### src/shared/hdr_rom_defs.svh
`ifndef HDR_ROM_DEFS_SVH
`define HDR_ROM_DEFS_SVH
// Functional notes
// - device descriptor 18 bytes, 12 01 10 01
// - hub class 09, subclass/protocol 0, ep0 64
// - vendor/product ids from id programming command
// - release bytes 00 then silicon release setting
// - string indexes 01/02 only when strings enabled
// - serial index 00, one configuration
// - configuration 9 bytes, total length 19 00
// - one interface, value one, attributes A0
// - max power 32, 2 mA units
// - interface 9 bytes, type 04, class 09
// - endpoint 7 bytes, 81, interrupt 03
// - endpoint packet 01 00, interval FF
// - hub descriptor 9 bytes, 29, ports 03
// - characteristics 0D or 15 by overcurrent option
// - power good 32, controller current 64
// - removable 38, power mask FF
// - strings refused until mode command enables them

// descriptor lengths
`define HDR_DEV_LEN 8'h12
`define HDR_CFG_TOTAL 8'h19
`define HDR_HUB_LEN 8'h09
`define HDR_LANG_LEN 8'h04
// descriptor type codes as seen in the request
`define HDR_TYPE_DEV 8'h01
`define HDR_TYPE_CFG 8'h02
`define HDR_TYPE_STR 8'h03
`define HDR_TYPE_HUB 8'h29
`define HDR_TYPE_HUB_OLD 8'h00
// fixed images, byte 0 in the low bits
`define HDR_DEV_HEAD 64'h4000000901100112
`define HDR_CFG_IMAGE 200'hFF00010381050700000009010000040932A000010100190209
`define HDR_HUB_LOW 24'h032909
`define HDR_HUB_HIGH 40'hFF38643200
`define HDR_LANG_IMAGE 32'h04090304
// device and hub descriptor field offsets
`define HDR_OFS_VID_LO 8'h08
`define HDR_OFS_VID_HI 8'h09
`define HDR_OFS_PID_LO 8'h0A
`define HDR_OFS_PID_HI 8'h0B
`define HDR_OFS_REL_LO 8'h0C
`define HDR_OFS_REL_HI 8'h0D
`define HDR_OFS_MFR 8'h0E
`define HDR_OFS_PROD 8'h0F
`define HDR_OFS_SER 8'h10
`define HDR_OFS_NCFG 8'h11
`define HDR_OFS_HUB_CHAR 8'h03
`define HDR_OFS_HUB_CHAR_HI 8'h04
// variable field values
`define HDR_REL_LO 8'h00
`define HDR_MFR_IDX 8'h01
`define HDR_PROD_IDX 8'h02
`define HDR_NO_STR 8'h00
`define HDR_NUM_CFG 8'h01
`define HDR_HUB_CHAR_OC 8'h0D
`define HDR_HUB_CHAR_NOC 8'h15
`define HDR_LANG_INDEX 8'h00
// default control endpoint packet size
`define HDR_EP0_MAX 7'h40
`endif

### src/shared/hdr_pkg.sv
package hdr_pkg;
   // which descriptor image is being streamed
   typedef enum logic [1:0] {SEL_DEV, SEL_CFG, SEL_HUB, SEL_LANG} hdr_sel_type;
   // sequencer states
   typedef enum logic {ST_IDLE, ST_SEND} hdr_state_type;
   // descriptor request from the request decoder
   typedef struct packed {
      logic hubClass;
      logic [7:0] descType;
      logic [7:0] descIndex;
      logic [15:0] length;
   } hdr_req_type;
   // byte stream toward the packet engine
   typedef struct packed {
      logic valid;
      logic [7:0] data;
      logic pktEnd;
      logic last;
   } hdr_tx_type;
endpackage

### src/hw/hdr_rom.sv
`include "hdr_rom_defs.svh"

module hdr_rom #(
   parameter logic [6:0] PKT_MAX = `HDR_EP0_MAX
) (
   input wire logic clk,
   input wire logic rst_b,
   input wire logic ce,
   input wire logic idLoad,
   input wire logic [15:0] vidIn,
   input wire logic [15:0] pidIn,
   input wire logic modeLoad,
   input wire logic modeStringEnable,
   input wire logic [7:0] siliconRelease,
   input wire logic overcurrentUsed,
   input wire logic reqValid,
   input wire hdr_pkg::hdr_req_type req,
   input wire logic txReady,
   output hdr_pkg::hdr_tx_type txOut,
   output logic reqStall,
   output logic busy,
   output logic stringEnabled
);

   ////////////////////////////////////////////////////////////////////
   // descriptor byte lookup

   // one byte of the selected image; variable fields patched in
   function automatic logic [7:0] romByte(
      input hdr_pkg::hdr_sel_type sel,
      input logic [7:0] ofs,
      input logic [15:0] vid,
      input logic [15:0] pid,
      input logic strEn,
      input logic ocUsed
   );
      logic [7:0] b;
      logic [63:0] dev;
      logic [199:0] cfg;
      logic [39:0] hubHi;
      logic [23:0] hubLo;
      logic [31:0] lang;
      b = 8'h00;
      dev = `HDR_DEV_HEAD;
      cfg = `HDR_CFG_IMAGE;
      hubHi = `HDR_HUB_HIGH;
      hubLo = `HDR_HUB_LOW;
      lang = `HDR_LANG_IMAGE;
      case (sel)
         hdr_pkg::SEL_DEV:
         begin
            case (ofs)
               `HDR_OFS_VID_LO: b = vid[7:0];
               `HDR_OFS_VID_HI: b = vid[15:8];
               `HDR_OFS_PID_LO: b = pid[7:0];
               `HDR_OFS_PID_HI: b = pid[15:8];
               `HDR_OFS_REL_LO: b = `HDR_REL_LO;
               `HDR_OFS_REL_HI: b = siliconRelease;
               `HDR_OFS_MFR: b = strEn ? `HDR_MFR_IDX : `HDR_NO_STR;
               `HDR_OFS_PROD: b = strEn ? `HDR_PROD_IDX : `HDR_NO_STR;
               `HDR_OFS_SER: b = `HDR_NO_STR;
               `HDR_OFS_NCFG: b = `HDR_NUM_CFG;
               // head bytes: length, type, bcd usb, class, ep0 size
               default: b = dev[ofs[2:0]*8 +: 8];
            endcase
         end
         // configuration, interface and endpoint back to back
         hdr_pkg::SEL_CFG: b = cfg[ofs[4:0]*8 +: 8];
         hdr_pkg::SEL_HUB:
         begin
            if (ofs == `HDR_OFS_HUB_CHAR)
               b = ocUsed ? `HDR_HUB_CHAR_OC : `HDR_HUB_CHAR_NOC;
            else if (ofs < `HDR_OFS_HUB_CHAR)
               b = hubLo[ofs[1:0]*8 +: 8];
            else
               b = hubHi[3'(ofs - `HDR_OFS_HUB_CHAR_HI)*8 +: 8];
         end
         hdr_pkg::SEL_LANG: b = lang[ofs[1:0]*8 +: 8];
         default: b = 8'h00;
      endcase
      return b;
   endfunction

   ////////////////////////////////////////////////////////////////////
   // settings loaded by commands

   logic [15:0] vid_ff;  // vendor id
   logic [15:0] pid_ff;  // product id
   logic strEn_ff;  // string table enable
   logic [15:0] nxt_vid;
   logic [15:0] nxt_pid;
   logic nxt_strEn;

   // next values of the id and mode settings
   always_comb
   begin
      nxt_vid = vid_ff;
      nxt_pid = pid_ff;
      nxt_strEn = strEn_ff;
      if (idLoad)
      begin
         nxt_vid = vidIn;
         nxt_pid = pidIn;
      end
      if (modeLoad)
         nxt_strEn = modeStringEnable;
   end

   // strings start disabled, so a fresh hub shows no string indexes
   always_ff @(posedge clk or negedge rst_b)
   begin
      if (!rst_b)
      begin
         vid_ff <= 16'h0000;
         pid_ff <= 16'h0000;
         strEn_ff <= 1'b0;
      end
      else if (ce)
      begin
         vid_ff <= nxt_vid;
         pid_ff <= nxt_pid;
         strEn_ff <= nxt_strEn;
      end
   end

   ////////////////////////////////////////////////////////////////////
   // request decode

   hdr_pkg::hdr_state_type state_ff;
   logic startOk;  // request names a servable descriptor
   hdr_pkg::hdr_sel_type reqSel;
   logic [7:0] reqLen;  // full length of the chosen image
   logic isHub;

   // map the request onto an image; anything else is stalled
   always_comb
   begin
      startOk = 1'b1;
      reqSel = hdr_pkg::SEL_DEV;
      reqLen = `HDR_DEV_LEN;
      isHub = req.descType == `HDR_TYPE_HUB
         || req.descType == `HDR_TYPE_HUB_OLD;
      if (req.hubClass)
      begin
         reqSel = hdr_pkg::SEL_HUB;
         reqLen = `HDR_HUB_LEN;
         startOk = isHub;
      end
      else
      begin
         case (req.descType)
            `HDR_TYPE_DEV: reqSel = hdr_pkg::SEL_DEV;
            `HDR_TYPE_CFG:
            begin
               reqSel = hdr_pkg::SEL_CFG;
               reqLen = `HDR_CFG_TOTAL;
            end
            `HDR_TYPE_STR:
            begin
               // only the language table lives here
               reqSel = hdr_pkg::SEL_LANG;
               reqLen = `HDR_LANG_LEN;
               startOk = strEn_ff
                  && req.descIndex == `HDR_LANG_INDEX;
            end
            default: startOk = 1'b0;
         endcase
      end
   end

   ////////////////////////////////////////////////////////////////////
   // byte sequencer

   hdr_pkg::hdr_sel_type sel_ff;
   logic [7:0] ofs_ff;  // next offset to fetch
   logic [15:0] remain_ff;  // bytes still to hand out
   logic [6:0] pktCnt_ff;  // bytes already in this packet
   hdr_pkg::hdr_tx_type tx_ff;
   logic stall_ff;
   logic busy_ff;
   hdr_pkg::hdr_state_type nxt_state;
   hdr_pkg::hdr_sel_type nxt_sel;
   logic [7:0] nxt_ofs;
   logic [15:0] nxt_remain;
   logic [6:0] nxt_pktCnt;
   hdr_pkg::hdr_tx_type nxt_tx;
   logic nxt_stall;
   logic nxt_busy;
   logic slotFree;  // output register may take a new byte

   // a held byte is never replaced before the consumer takes it
   always_comb
   begin
      nxt_state = state_ff;
      nxt_sel = sel_ff;
      nxt_ofs = ofs_ff;
      nxt_remain = remain_ff;
      nxt_pktCnt = pktCnt_ff;
      nxt_tx = tx_ff;
      nxt_stall = 1'b0;
      slotFree = !tx_ff.valid || txReady;
      if (slotFree)
         nxt_tx.valid = 1'b0;
      case (state_ff)
         hdr_pkg::ST_IDLE:
         begin
            // requests while a transfer runs are ignored
            if (reqValid && !tx_ff.valid)
            begin
               if (startOk)
               begin
                  nxt_state = hdr_pkg::ST_SEND;
                  nxt_sel = reqSel;
                  nxt_ofs = 8'h00;
                  nxt_pktCnt = 7'h00;
                  // stop at the shorter of both lengths
                  if (req.length < {8'h00, reqLen})
                     nxt_remain = req.length;
                  else
                     nxt_remain = {8'h00, reqLen};
               end
               else
                  nxt_stall = 1'b1;
            end
         end
         hdr_pkg::ST_SEND:
         begin
            if (slotFree)
            begin
               if (remain_ff == 16'h0000)
                  nxt_state = hdr_pkg::ST_IDLE;
               else
               begin
                  nxt_tx.valid = 1'b1;
                  nxt_tx.data = romByte(sel_ff, ofs_ff, vid_ff, pid_ff,
                     strEn_ff, overcurrentUsed);
                  nxt_tx.last = remain_ff == 16'h0001;
                  nxt_tx.pktEnd = nxt_tx.last
                     || pktCnt_ff == PKT_MAX - 7'h01;
                  nxt_ofs = ofs_ff + 8'h01;
                  nxt_remain = remain_ff - 16'h0001;
                  nxt_pktCnt = nxt_tx.pktEnd ? 7'h00
                     : pktCnt_ff + 7'h01;
               end
            end
         end
         default: nxt_state = hdr_pkg::ST_IDLE;
      endcase
      nxt_busy = nxt_state != hdr_pkg::ST_IDLE || nxt_tx.valid;
   end

   // sequencer registers; txOut, reqStall and busy come straight from here
   always_ff @(posedge clk or negedge rst_b)
   begin
      if (!rst_b)
      begin
         state_ff <= hdr_pkg::ST_IDLE;
         sel_ff <= hdr_pkg::SEL_DEV;
         ofs_ff <= 8'h00;
         remain_ff <= 16'h0000;
         pktCnt_ff <= 7'h00;
         tx_ff <= '0;
         stall_ff <= 1'b0;
         busy_ff <= 1'b0;
      end
      else if (ce)
      begin
         state_ff <= nxt_state;
         sel_ff <= nxt_sel;
         ofs_ff <= nxt_ofs;
         remain_ff <= nxt_remain;
         pktCnt_ff <= nxt_pktCnt;
         tx_ff <= nxt_tx;
         stall_ff <= nxt_stall;
         busy_ff <= nxt_busy;
      end
   end

   assign txOut = tx_ff;
   assign reqStall = stall_ff;
   assign busy = busy_ff;
   assign stringEnabled = strEn_ff;

   ////////////////////////////////////////////////////////////////////
   // checks

   logic startDev;  // device descriptor transfer begins
   assign startDev = ce && reqValid && state_ff == hdr_pkg::ST_IDLE
      && !tx_ff.valid && !req.hubClass && req.descType == `HDR_TYPE_DEV
      && req.length != 16'h0000;

   a_dev_first_byte: assert property (
      @(posedge clk) disable iff (!rst_b)
      startDev ##1 ce |=> tx_ff.valid && tx_ff.data == `HDR_DEV_LEN)
      else $error("device transfer did not open with its length");

   a_str_refused: assert property (
      @(posedge clk) disable iff (!rst_b)
      ce && reqValid && state_ff == hdr_pkg::ST_IDLE && !tx_ff.valid
      && !req.hubClass && req.descType == `HDR_TYPE_STR && !strEn_ff
      |=> stall_ff && state_ff == hdr_pkg::ST_IDLE)
      else $error("string served while disabled");

   a_hub_old_type: assert property (
      @(posedge clk) disable iff (!rst_b)
      ce && reqValid && state_ff == hdr_pkg::ST_IDLE && !tx_ff.valid
      && req.hubClass && req.descType == `HDR_TYPE_HUB_OLD
      |=> !stall_ff && state_ff == hdr_pkg::ST_SEND)
      else $error("hub request with old type refused");

   a_last_bound: assert property (
      @(posedge clk) disable iff (!rst_b)
      tx_ff.valid && tx_ff.last |-> remain_ff == 16'h0000)
      else $error("last byte flagged with bytes left");

   a_tx_hold: assert property (
      @(posedge clk) disable iff (!rst_b)
      tx_ff.valid && !txReady |=> tx_ff.valid && $stable(tx_ff.data))
      else $error("byte dropped before acceptance");

   a_pkt_split: assert property (
      @(posedge clk) disable iff (!rst_b)
      tx_ff.valid && !tx_ff.pktEnd |-> pktCnt_ff != 7'h00)
      else $error("packet longer than control endpoint size");

   a_id_load: assert property (
      @(posedge clk) disable iff (!rst_b)
      ce && idLoad |=> vid_ff == $past(vidIn) && pid_ff == $past(pidIn))
      else $error("id programming not taken");

   a_mode_load: assert property (
      @(posedge clk) disable iff (!rst_b)
      ce && modeLoad |=> stringEnabled == $past(modeStringEnable))
      else $error("string enable not taken");

   a_busy_idle: assert property (
      @(posedge clk) disable iff (!rst_b)
      !busy_ff |-> !tx_ff.valid && state_ff == hdr_pkg::ST_IDLE)
      else $error("idle flag with transfer open");

endmodule // hdr_rom

### config.mk
export PLATFORM = sky130hd
export DESIGN_NAME = hdr_rom
export DESIGN_NICKNAME = d
export VERILOG_FILES = /design/src/shared/hdr_pkg.sv /design/src/hw/hdr_rom.sv
export VERILOG_INCLUDE_DIRS = /design/src /design/src/shared
export SDC_FILE = /design/constraint.sdc
export NUM_CORES = 1
export LEC_CHECK = 0
export BUFFER_PORTS_ARGS = -buffer_cell sky130_fd_sc_hd__buf_4
export CAP_MARGIN = 10
export CORE_MARGIN = 1.5
export CORE_UTILIZATION = 51
export DETAILED_ROUTE_END_ITERATION = 10
export PLACE_DENSITY = 0.78
export SLEW_MARGIN = 5
export SYNTH_ARGS = -nofsm -noshare
export SYNTH_HDL_FRONTEND = slang
export SYNTH_SLANG_ARGS = --single-unit
export TNS_END_PERCENT = 5
### constraint.sdc
create_clock -name clk -period 2.3 [get_ports clk]
set_input_delay 0 -clock clk [delete_from_list [all_inputs] [get_ports clk]]
set_output_delay 0 -clock clk [all_outputs]
set_load 0.02 [all_outputs]
# Yosys cells after proc, flatten, opt, wreduce, memory -nomap -nowiden
# Cells that the tools add are included.
[op_classes]
add_sub_neg = 4
n_mul = 0
n_div = 0
magnitude_cmp = 2
eq_ne = 24
shift = 5
muxes = 42
bitwise_logic = 2
reduce_logical = 18
[ops]
columns = ["op", "n"]
rows = [
  ["200-bit by 9-bit indexed part select with 8-bit output, first input constant", 1],
  ["16-bit two-way mux", 5],
  ["8-bit case mux with 9 select lines", 1],
  ["8-bit by 4-bit == test with 1-bit output, second input constant", 8],
  ["64-bit by 7-bit indexed part select with 8-bit output, first input constant", 1],
  ["8-bit two-way mux", 6],
  ["40-bit by 7-bit indexed part select with 8-bit output, first input constant", 1],
  ["7-bit two-way mux", 5],
  ["11-bit two-way mux", 3],
  ["16-bit case mux with 2 select lines", 1],
  ["8-bit case mux with 4 select lines", 1],
  ["32-bit by 6-bit indexed part select with 8-bit output, first input constant", 1],
  ["8-bit by 2-bit == test with 1-bit output, second input constant", 3],
  ["24-bit by 6-bit indexed part select with 8-bit output, first input constant", 1],
  ["16-bit by 1-bit == test with 1-bit output, second input constant", 1],
  ["8-bit by 5-bit == test with 1-bit output, second input constant", 2],
  ["16-bit zero test", 1],
  ["8-bit zero test", 2],
  ["16-bit by 8-bit < comparator with 1-bit output", 1],
  ["8-bit case mux with 2 select lines", 1],
  ["16-bit by 1-bit subtractor with 16-bit output, second input constant", 1],
  ["7-bit case mux with 2 select lines", 1],
  ["1-bit two-way mux", 10],
  ["5-bit two-way mux", 2],
  ["other kinds (24)", 37],
]
[totals]
register_bits = 80
latch_bits = 0
ramBits = 0
rom_bits = 0
out_inout_bits = 14
elab_cells = 111
n_memories = 0

# Depth between registers and ports, before layout
# Gate-level depths: netlist of the first run.
[logic_depth]
depth_word = 9
ltp_mapped = 11

# Worst setup path before layout of the first run
# No wires, ideal clock.
[synth_path]
kind = "input-to-reg"
from = "in req[26] (netlist name)"
to = "reg remain_ff[2]"
setup_ns = 0.124
arrival_time_ns = 2.269
t_required_ns = 2.176
slack_ns = -0.092
cell_stages = 11
path_buffers = 0
path_cell_list = "nor4_4 -> nand2_1 -> nor2_1 -> nor2_1 -> ha_1 -> a21oi_1 -> o22ai_1 -> o311a_1 -> a311oi_1 -> o22ai_1 -> a211o_1"
[synth_via]
elab_chain_cells = 8
word_cells_on_any_way = 18
classes_between = "1 x order compare; 5 x eq/ne; 8 x mux; 4 x reduce/logical"
[synth_rtl]
columns = ["element", "line", "text"]
rows = [
  ["start, declared", "hdr_rom.sv:17", "input wire hdr_pkg::hdr_req_type req,"],
  ["8-bit by 2-bit == test with 1-bit output", "hdr_rom.sv:151", "case (req.descType)"],
  ["5-bit case mux with 2 select lines", "hdr_rom.sv:151", ""],
  ["5-bit two-way mux", "hdr_rom.sv:143", "if (req.hubClass)"],
  ["16-bit by 8-bit < comparator with 1-bit output", "hdr_rom.sv:217", "if (req.length < {8'h00, reqLen})"],
  ["16-bit two-way mux", "hdr_rom.sv:217", ""],
  ["16-bit two-way mux", "hdr_rom.sv:210", "if (startOk)"],
  ["16-bit two-way mux", "hdr_rom.sv:208", "if (reqValid && !tx_ff.valid)"],
  ["16-bit case mux with 2 select lines", "hdr_rom.sv:204", "case (state_ff)"],
  ["end signal, assigned", "hdr_rom.sv:271", "remain_ff <= nxt_remain;"],
  ["end, declared", "hdr_rom.sv:176", "logic [15:0] remain_ff;"],
]
# Parallel ways exist; a longest one is shown, timed or not. The select of a mux whose other input is x is not followed.
# A chain may end at the register's enable or synchronous reset.

# Worst setup path in the final report of the first run
[layout_path]
from = "reg remain_ff[14]"
to = "reg pktCnt_ff[0]"
[layout_via]
elab_chain_cells = 6
word_cells_on_any_way = 9
classes_between = "2 x eq/ne; 4 x mux; 3 x reduce/logical"
[layout_rtl]
columns = ["element", "line", "text"]
rows = [
  ["16-bit by 1-bit == test with 1-bit output", "hdr_rom.sv:237", "nxt_tx.last = remain_ff == 16'h0001;"],
  ["1-bit logical OR", "hdr_rom.sv:239", "|| pktCnt_ff == PKT_MAX - 7'h01;"],
  ["7-bit two-way mux", "hdr_rom.sv:242", "nxt_pktCnt = nxt_tx.pktEnd ? 7'h00"],
  ["7-bit two-way mux", "hdr_rom.sv:230", "if (remain_ff == 16'h0000)"],
  ["7-bit two-way mux", "hdr_rom.sv:228", "if (slotFree)"],
  ["7-bit case mux with 2 select lines", "hdr_rom.sv:204", ""],
  ["end signal, assigned", "hdr_rom.sv:272", "pktCnt_ff <= nxt_pktCnt;"],
  ["end, declared", "hdr_rom.sv:177", "logic [6:0] pktCnt_ff;"],
]
# Parallel ways exist; a longest one is shown, timed or not. The select of a mux whose other input is x is not followed.

==> metrics.txt, run 1 <==
status completed; crit-path max cell delay 440 ps; min-delay worst type input port to flip-flop; Starting DRT DRC Count 410; die height 102 um; clk buf depth 2; first-pass GRT wire length 24.3 mm; RSZ-0062 raised after global routing true; Max VDD drop 0.000439 V; synth warn 0; Worst-Skew Late Latency 360 ps; hold slack 56.1 ps; Lkg Pwr 3.03 nW; CTS tree built; total track usage 30.0%; vias in the first global route 4924; Slew Limit Fails 0; DIE AREA 10400 um^2; Core Box Area 9370 um^2; clock slew at reported path FFs 90 ps; CP cell instances or3_4 > or2_4 > o311ai_4 > buf_4 > nor2_1 > and2_1 > mux2_2; most common cell after layout, fill and taps aside buf_4; Die W 102 um; post-route cell area 6920 um^2; Post-synth ARST share 100%; Final GP Congestion 0.988; synthesized net count 636; Core Util, Final 73.8%; min Tclk post-route 2230 ps; max frequency 448 MHz; fillers 725; IO Port Bufs 95; Layout area overhead 38.9%; Post-DP HPWL 10.7 mm; total number of vias 5103; final period utilization 97.0%; Max-Cap Viols 0; Cells after Synth 541; critical path arrival 2470 ps; Mapped Area 4980 um^2; Worst Setup Slack post-DPL -284 ps; # nets final 814; Root Driver clkbuf_8; final worst slack 70.1 ps; flop and latch count out of synthesis 80; routed wire length 15.2 mm; GR Overflow Total 0; CTS sink count 80; Final Non-Filler Cells 853; DRC Markers 0; layout cell share with drive strength beyond 1 33.8%; worst clock skew 8.63 ps; Startpoint Class flip-flop; Crit Path Class flip-flop to flip-flop; H-tree depth 3; CP Capture Type flip-flop; I/O pins 96; Worst Path Required 2540 ps; mean post-synth cell area 9.20 um^2; Pwr per Cell Area 717 nW/um^2; number of synthesized flops with an enable pin 0; largest net degree at the start of global routing 43; sequential area share after synthesis 40.2%; Final ANT Viol Nets 0; Hold Vio Cnt, Final 0; Avg WL per Cell 17.9 um; setup_tns 0 ps; initial antenna violation count 0; Tot Pwr 4.96 mW; placed inst area 6230 um^2; Post-synth top flop dfrtp_1; placed cell count 795; DR vias/cell 5.98; Slew HR 61.6%; most frequent cells in the layout 158 x buf_4, 79 x dfrtp_1, 52 x nand2_1; CP max stage cell dfrtp_1; TritonCTS Buffers 9; Final setup viols 0; num rows 35; worst-margin pin slew 576 ps; critical path fanouts, max 5; initial core utilization 53.1%; antenna diode count 0; Synth cell types 70; 1st-pass router iterations 5
where the power goes:
part / internal [mW] / switching (mW) / leakage (nW)
registers: 1.70 / 0.254 / 1.00
logic: 0.997 / 0.997 / 1.93
clock network: 0.437 / 0.578 / 0.0952
total: 3.13 / 1.83 / 3.03
cell type report:
| class | instances | area [um^2] | share of cell area [%] |
|---|---|---|---|
| Multi-Input combinational cell | 412 | 2850 | 41.3 |
| Sequential cell | 80 | 2000 | 29.0 |
| Timing Repair Buffer | 201 | 1650 | 23.9 |
| Tap cell | 129 | 161 | 2.33 |
| Clock buffer | 10 | 138 | 1.99 |
| Inverter | 15 | 56.3 | 0.814 |
| Clock inverter | 6 | 50.0 | 0.724 |
metal layers:
layer / GRT usage, % / share of wire, %
met2: 48.4 / 48
met5: 0 / 0
met4: 10.9 / 2.5
met3: 5.88 / 7.8
met1: 40.5 / 42
sequential cells by signal, indices dropped and copies added, names as in the netlist:
| signal | flops |
|---|---|
| ofs_ff | 8 |
| sel_ff | 2 |
| vid_ff | 16 |
| reqStall | 1 |
| state_ff | 1 |
| pktCnt_ff | 7 |
| pid_ff | 16 |
| remain_ff | 16 |
| txOut | 11 |
| busy | 1 |
| stringEnabled | 1 |
cell usage after synthesis, drive strengths merged, types with 4 or more instances:
cell	instances	area share [%]
a22o	11	1.9
o31ai	11	1.7
or3	7	0.88
buf	12	1.4
mux2i	5	1.0
a21oi	32	3.2
nand2b	6	0.75
a311oi	4	0.70
nor2b	10	1.3
dfrtp	80	40
nor3	17	1.7
nor4	8	1.3
nand2	53	4.0
o22ai	9	1.1
a211oi	6	0.90
or2	8	1.0
or4	4	0.60
mux2	35	7.9
nor2	40	3.0
a22oi	8	1.2
and2	6	0.75
nand3b	4	0.60
a21o	4	0.60
nor3b	4	0.60
o21ai	37	3.7
ha	13	3.3
a31oi	6	0.75
nand3	13	1.3
clkbuf	22	1.7
inv	15	1.1
critical path: cells and delay by family (launching register included):
kind / cells / cell delay (ps)
DFF: 1 / 440
buffers and inverters: 1 / 190
AOI/OAI and AO/OA: 1 / 340
and+or+nand+nor: 4 / 880
muxes: 1 / 260
worst paths after layout:
path	slack [ps]	cells past startpoint	end	from
worst max-delay path	70	7	pktCnt_ff[0]$_DFFE_PN0P_	remain_ff[14]$_DFFE_PN0P_
worst min-delay path	60	4	remain_ff[2]$_DFFE_PN0P_	req[2]
worst max register to register	70	7	pktCnt_ff[0]$_DFFE_PN0P_	remain_ff[14]$_DFFE_PN0P_
worst min register to register	480	2	txOut[7]$_DFFE_PN0P_	txOut[7]$_DFFE_PN0P_
max in group asynchronous	1420	3	ofs_ff[1]$_DFFE_PN0P_	rst_b
min in group asynchronous	170	2	reqStall$_DFFE_PN0P_	rst_b
kinds of logic after synthesis:
logic type | count (synthesis) | share of synthesized area [%]
buffers and inverters | 49 | 4.22
flip-flops | 80 | 40.2
adder cells (fa/ha/maj) | 13 | 3.27
AO/OA/AOI/OAI | 166 | 23.2
XOR/XNOR | 1 | 0.176
AND/OR/NAND/NOR | 191 | 19.6
multiplexers | 41 | 9.37
repair_timing:
item	4_1_cts	5_1_grt
buffers inserted	0	2
endpoints found under the hold margin	76	0
hold buffers	39	0
endpoints found under the setup margin	0	18
resized for setup	0	19
Power figures use the tool's default switching activity.
==> run 2, diff against run 1 <==
- CORE_UTILIZATION: 51 -> 50
- PLACE_DENSITY: 0.78 -> 0.77
==> run 2 against run 1 <==
Net effect:
- critical path depth is the same
- setup slack gained 18 ps
- flip-flop and latch count is the same
- clock skew grew 7.2 ps
- register-to-register slack gained 20 ps
- first-iteration DRC count shrank 27%
- maximum frequency grew 0.80%
- total power grew 0.59%
- count of clock-buffer cells in the layout shrank 1
- largest cell class unchanged
==> metrics.txt, run 2 (synthesis gave the netlist of run 1 again) <==
top flop regs pid_ff: 16 flops, remain_ff: 16 flops, vid_ff: 16 flops; Max-Cap Viols 0 (unchanged); layout cell share with drive strength beyond 1 33.3% (-0.51 points); total number of vias 5140 (+0.73%); worst clock skew 15.9 ps (+7.25 ps); max frequency 452 MHz (+0.80%); DRC Markers 0 (unchanged); Core Util, Final 71.1% (-2.7 points); status completed; Core Box Area 9730 um^2 (+3.8%); CP cell instances or3_1 > or2_2 > o311ai_4 > buf_6 > nor2_1 > and2_1 > mux2_2; DIE AREA 10600 um^2 (+1.9%); RSZ-0062 raised after global routing true; CP Capture Type flip-flop; first-pass GRT wire length 24.4 mm (+0.31%); hold slack 57.2 ps (+1.02 ps); Startpoint Class flip-flop; Final GP Congestion 0.925 (-6.5%); CP bufs+invs 1 (unchanged); Slew Limit Fails 0 (unchanged); Worst Path Required 2570 ps (+30 ps); IO Port Bufs 95 (unchanged); Slew HR 69.4% (+7.8 points); largest net degree at the start of global routing 81 (+88%); clock slew at reported path FFs 90 ps (about the same); 1st-pass router iterations 6 (+1); initial core utilization 51.2% (-2.0 points); Final Non-Filler Cells 861 (+0.94%); num rows 36 (+2.9%); most common cell after layout, fill and taps aside buf_4; most frequent cells in the layout 161 x buf_4, 79 x dfrtp_1, 52 x nand2_1; min-delay worst type input port to flip-flop; Max VDD drop 0.000436 V (-0.67%); critical path fanouts, max 5 (unchanged); min Tclk post-route 2210 ps (-17.8 ps); setup_tns 0 ps (unchanged); Final ANT Viol Nets 0 (unchanged); fillers 769 (+6.1%); critical path arrival 2480 ps (about the same); Hold Vio Cnt, Final 0 (unchanged); vias in the first global route 5045 (+2.5%); DR vias/cell 5.97 (-0.21%); die height 103 um (+0.96%); crit-path max cell delay 400 ps (-40 ps); clk buf depth 2 (unchanged); CP max stage cell or3_1; Lkg Pwr 3.04 nW (+0.25%); total track usage 30.1% (+0.13 points); routed wire length 15.4 mm (+0.73%); initial antenna violation count 2 (+2); worst-margin pin slew 457 ps (-119 ps); GR Overflow Total 0 (unchanged); Final setup viols 0 (unchanged); Pwr per Cell Area 721 nW/um^2 (+0.61%); Post-DP HPWL 10.4 mm (-3.5%); Crit Path Class flip-flop to flip-flop; # nets final 816 (+0.25%); Starting DRT DRC Count 301 (-27%); Root Driver clkbuf_8; TritonCTS Buffers 9 (unchanged); CTS tree built; I/O pins 96 (unchanged); crit-path leading delay family simple AND/OR/NAND/NOR gates; final period utilization 96.2% (-0.77 points); CTS sink count 80 (unchanged); Worst-Skew Late Latency 380 ps (+20 ps); Avg WL per Cell 17.8 um (-0.20%); Layout area overhead 38.8% (about the same); placed cell count 801 (+0.75%); Die W 103 um (+0.96%); H-tree depth 3 (unchanged)
run 2: changes by cell type in the layout (fill, tap and decap cells not counted), sizes merged:
| cell | before | now |
|---|---|---|
| inv | 18 | 19 |
| buf | 161 | 164 |
| clkbuf | 11 | 9 |
| bufinv | 0 | 1 |
| clkinv | 2 | 1 |
| diode | 0 | 2 |
run 2: repair_timing:
item	4_1_cts	5_1_grt
resized for setup	1	11
pin swaps	0	5
hold endpoints to repair	117	0
hold buffers	39	0
endpoints found under the setup margin	1	11
buffers inserted	0	3
run 2: metal layers:
metal	up-vias	share of wire [%]	wire, um	track usage [%]
met2	244	50	7670	50.0
li1	2384	-	-	-
met3	55	6.4	989	5.08
met5	-	0	0	0
met4	0	4.4	673	17.4
met1	2457	39	6020	37.3
run 2: power breakdown:
group	internal (mW)	leakage [nW]	total (mW)	switching, mW
sequential	1.70	1.00	1.92	0.226
clock	0.523	0.103	1.13	0.610
combinational	0.946	1.93	1.93	0.987
total	3.16	3.04	4.99	1.82
run 2: metrics by stage:
step	worst slack (ps)	cell area, um^2	power [mW]
global placement	-206	6250	3.69
CTS	74.6	6850	4.94
floorplan	9.23	5000	2.97
global route	-45.1	6910	5.27
finish	87.9	6910	4.99
detailed placement	-248	6250	3.76
run 2: layout make-up:
| cell class | count | area (um^2) | share of cell area, % |
|---|---|---|---|
| multi-input cells | 412 | 2830 | 40.9 |
| flip-flops and latches | 80 | 2000 | 29.0 |
| repair buffers | 203 | 1650 | 23.9 |
| well taps | 133 | 166 | 2.41 |
| clock buffers | 9 | 124 | 1.79 |
| clock inverters | 7 | 83.8 | 1.21 |
| inverters | 15 | 56.3 | 0.814 |
| diodes | 2 | 5.00 | 0.0724 |
run 2: worst paths after layout:
kind | depth (start not counted) | to | slack (ps) | startpoint
setup / recovery | 7 | pktCnt_ff[0]$_DFFE_PN0P_ | 90 | remain_ff[12]$_DFFE_PN0P_
hold / removal | 4 | remain_ff[2]$_DFFE_PN0P_ | 60 | req[2]
setup reg to reg | 7 | pktCnt_ff[0]$_DFFE_PN0P_ | 90 | remain_ff[12]$_DFFE_PN0P_
hold reg to reg | 2 | txOut[9]$_DFFE_PN0P_ | 490 | txOut[9]$_DFFE_PN0P_
max in group asynchronous | 3 | txOut[2]$_DFFE_PN0P_ | 1750 | rst_b
min in group asynchronous | 3 | ofs_ff[7]$_DFFE_PN0P_ | 190 | rst_b
run 2: worst register-to-register path: cells and delay by family, from the launching register on:
family / cells / cell delay (ps)
muxes: 1 / 260
buffers and inverters: 1 / 170
AOI/OAI and AO/OA: 1 / 280
and+or+nand+nor: 4 / 1000
DFF: 1 / 390
==> run 3, diff against run 2 <==
- PLACE_DENSITY: 0.77 -> 0.74
- clock period: 2.3 -> 2.4 ns (I/O delays scaled with it)
==> run 3 against run 2 <==
Net effect:
- die area did not move
- largest power group is now sequential cells
- utilization fell by 1.5 points
- sequential power fell by 3%
- clock skew fell by 2.7 ps
- total power fell by 6.7%
- clock power fell by 6%
- flip-flop and latch count did not move
- largest cell class unchanged
- register-to-register slack improved by 20 ps
==> metrics.txt, run 3 (synthesis gave the netlist of run 1 again) <==
status completed; Slew Limit Fails 0 (unchanged); I/O pins 96 (unchanged); critical path fanouts, max 13 (+8); most common cell after layout, fill and taps aside buf_4; DR vias/cell 5.88 (-1.6%); critical path arrival 2570 ps (+90 ps); fillers 786 (+2.2%); CP Capture Type flip-flop; combinational fraction of design power 36.9% (-1.8 points); DRC Markers 0 (unchanged); worst clock skew 13.2 ps (-2.67 ps); first-pass GRT wire length 23.6 mm (-3.2%); placed cell count 791 (-1.2%); most frequent cells in the layout 149 x buf_4, 80 x dfrtp_1, 53 x nand2_1; die height 103 um (unchanged); critical path's most frequent cell o22ai_1; Hold Vio Cnt, Final 0 (unchanged); CTS tree built; Max-Cap Viols 0 (unchanged); initial antenna violation count 0 (-2); Net Sw Frac 36.4% (-0.17 points); min-delay worst type input port to flip-flop; top flop regs pid_ff: 16 flops, remain_ff: 16 flops, vid_ff: 16 flops; Worst Path Required 2650 ps (+80 ps); 1st-pass router iterations 6 (unchanged); min Tclk post-route 2320 ps; Final setup viols 0 (unchanged); DIE AREA 10600 um^2 (unchanged); register share of total power 40.2% (+1.7 points); initial core utilization 51.2% (unchanged); Root Driver clkbuf_8; layout cell share with drive strength beyond 1 30.9% (-2.5 points); Tot Pwr 4.65 mW (-6.7%); Final ANT Viol Nets 0 (unchanged); CP cell instances dlygate4sd3_1 > buf_4 > nand2b_1 > ha_1 > a21oi_1 > o22ai_1 > o311a_1 > a311oi_2 > o22ai_1 > a211o_1; vias in the first global route 4858 (-3.7%); Avg WL per Cell 17.5 um (-1.8%); GR Overflow Total 0 (unchanged); Lkg Pwr 2.97 nW (-2.3%); Final GP Congestion 0.931 (+0.69%); crit-path max cell delay 540 ps (+140 ps); worst-margin pin slew 591 ps (+134 ps); Pwr per Cell Area 688 nW/um^2 (-4.6%); IO Port Bufs 95 (unchanged); Post-DP HPWL 10.5 mm (+1.6%); Cell Int Power 2.96 mW (-6.4%); net switching power 1.69 mW (-7.1%); Worst-Skew Late Latency 360 ps (-20 ps); Max VDD drop 0.000516 V (+18%); clock slew at reported path FFs 90 ps (about the same); Starting DRT DRC Count 297 (-1.3%); Clock power frac 22.9% (+0.2 points); total track usage 28.9% (-1.2 points); Core Box Area 9730 um^2 (unchanged); H-tree depth 3 (unchanged); Die W 103 um (unchanged); Slew HR 60.6% (-8.8 points); max frequency 431 MHz; Layout area overhead 35.9%; Crit Path Class input port to flip-flop; final period utilization 96.6%; total number of vias 4972 (-3.3%); clk buf depth 2 (unchanged); TritonCTS Buffers 9 (unchanged); CP max stage cell dlygate4sd3_1; Final Non-Filler Cells 846 (-1.7%); Core Util, Final 69.5% (-1.5 points); Post-CTS Setup Repair Bufs 0 (unchanged); largest net degree at the start of global routing 43 (-47%); # nets final 803 (-1.6%); CTS sink count 80 (unchanged); antenna diode count 0 (-2); routed wire length 14.8 mm (-3.5%); num rows 36 (unchanged); Startpoint Class input port
## run 3: cell count changes in the layout (fill, tap and decap cells not counted), sizes merged
| cell | previous run | this run |
|---|---|---|
| buf | 164 | 151 |
| diode | 2 | 0 |
| clkinv | 1 | 0 |
| inv | 19 | 20 |
## run 3: area by class of cell
cell class	count	area [um^2]	area share (%)
sequential	80	2000	29.6
clock inverter	7	83.8	1.24
timing repair buffer	190	1540	22.8
clock buffer	9	124	1.83
multi-input combinational	412	2790	41.3
inverter	15	56.3	0.832
tap	133	166	2.46
## run 3: path summary, 6_finish.rpt
kind,startpoint,to,slack (ps),cells after the start
max,req[32],remain_ff[2]$_DFFE_PN0P_,80,10
min,siliconRelease[6],txOut[8]$_DFFE_PN0P_,70,5
max reg2reg,remain_ff[13]$_DFFE_PN0P_,pktCnt_ff[0]$_DFFE_PN0P_,110,7
min reg2reg,txOut[8]$_DFFE_PN0P_,txOut[8]$_DFFE_PN0P_,500,2
max in group asynchronous,rst_b,sel_ff[0]$_DFFE_PN0P_,1610,3
min in group asynchronous,rst_b,reqStall$_DFFE_PN0P_,180,2
## run 3: worst max-delay path: cells and delay by family
family | cells | cell delay, ps
simple gates | 1 | 170
buf+inv | 2 | 720
fa+ha+maj | 1 | 290
compound gates | 6 | 1380
## run 3: power groups by stage
| stage | logic (mW) | clock network (mW) | registers, mW |
|---|---|---|---|
| finish | 1.72 | 1.06 | 1.87 |
| floorplan | 0.921 | 0 | 1.92 |
| detailed placement | 1.62 | 0 | 1.89 |
| CTS | 1.69 | 1.08 | 1.86 |
| global placement | 1.58 | 0 | 1.87 |
| global route | 1.90 | 1.15 | 1.91 |
## run 3: repair_timing
action                     4_1_cts  5_1_grt
setup endpoints to repair        0       29
hold buffers                    39        0
hold endpoints to repair        78        0
gates resized for setup          0        8
## run 3: routing by layer
metal  vias to the layer above  wire length, um  global-route usage, %
li1                       2367                -                      -
met1                      2400             6510                   39.1
met2                       188             7360                   47.9
met3                        17              713                   5.15
met4                         0              223                   8.42
met5                         -                0                      0
## run 3: per-stage QoR
| step | hold slack, ps | setup TNS [ps] | setup WS [ps] | cell area (um^2) |
|---|---|---|---|---|
| floorplan | -296 | 0 | 7.54 | 4980 |
| global placement | 46.6 | -168 | -168 | 6140 |
| detailed placement | 51.1 | -230 | -230 | 6140 |
| CTS | 40.4 | 0 | 16.0 | 6740 |
| global route | 82.8 | -39.6 | -39.6 | 6770 |
| finish | 69.9 | 0 | 82.3 | 6770 |
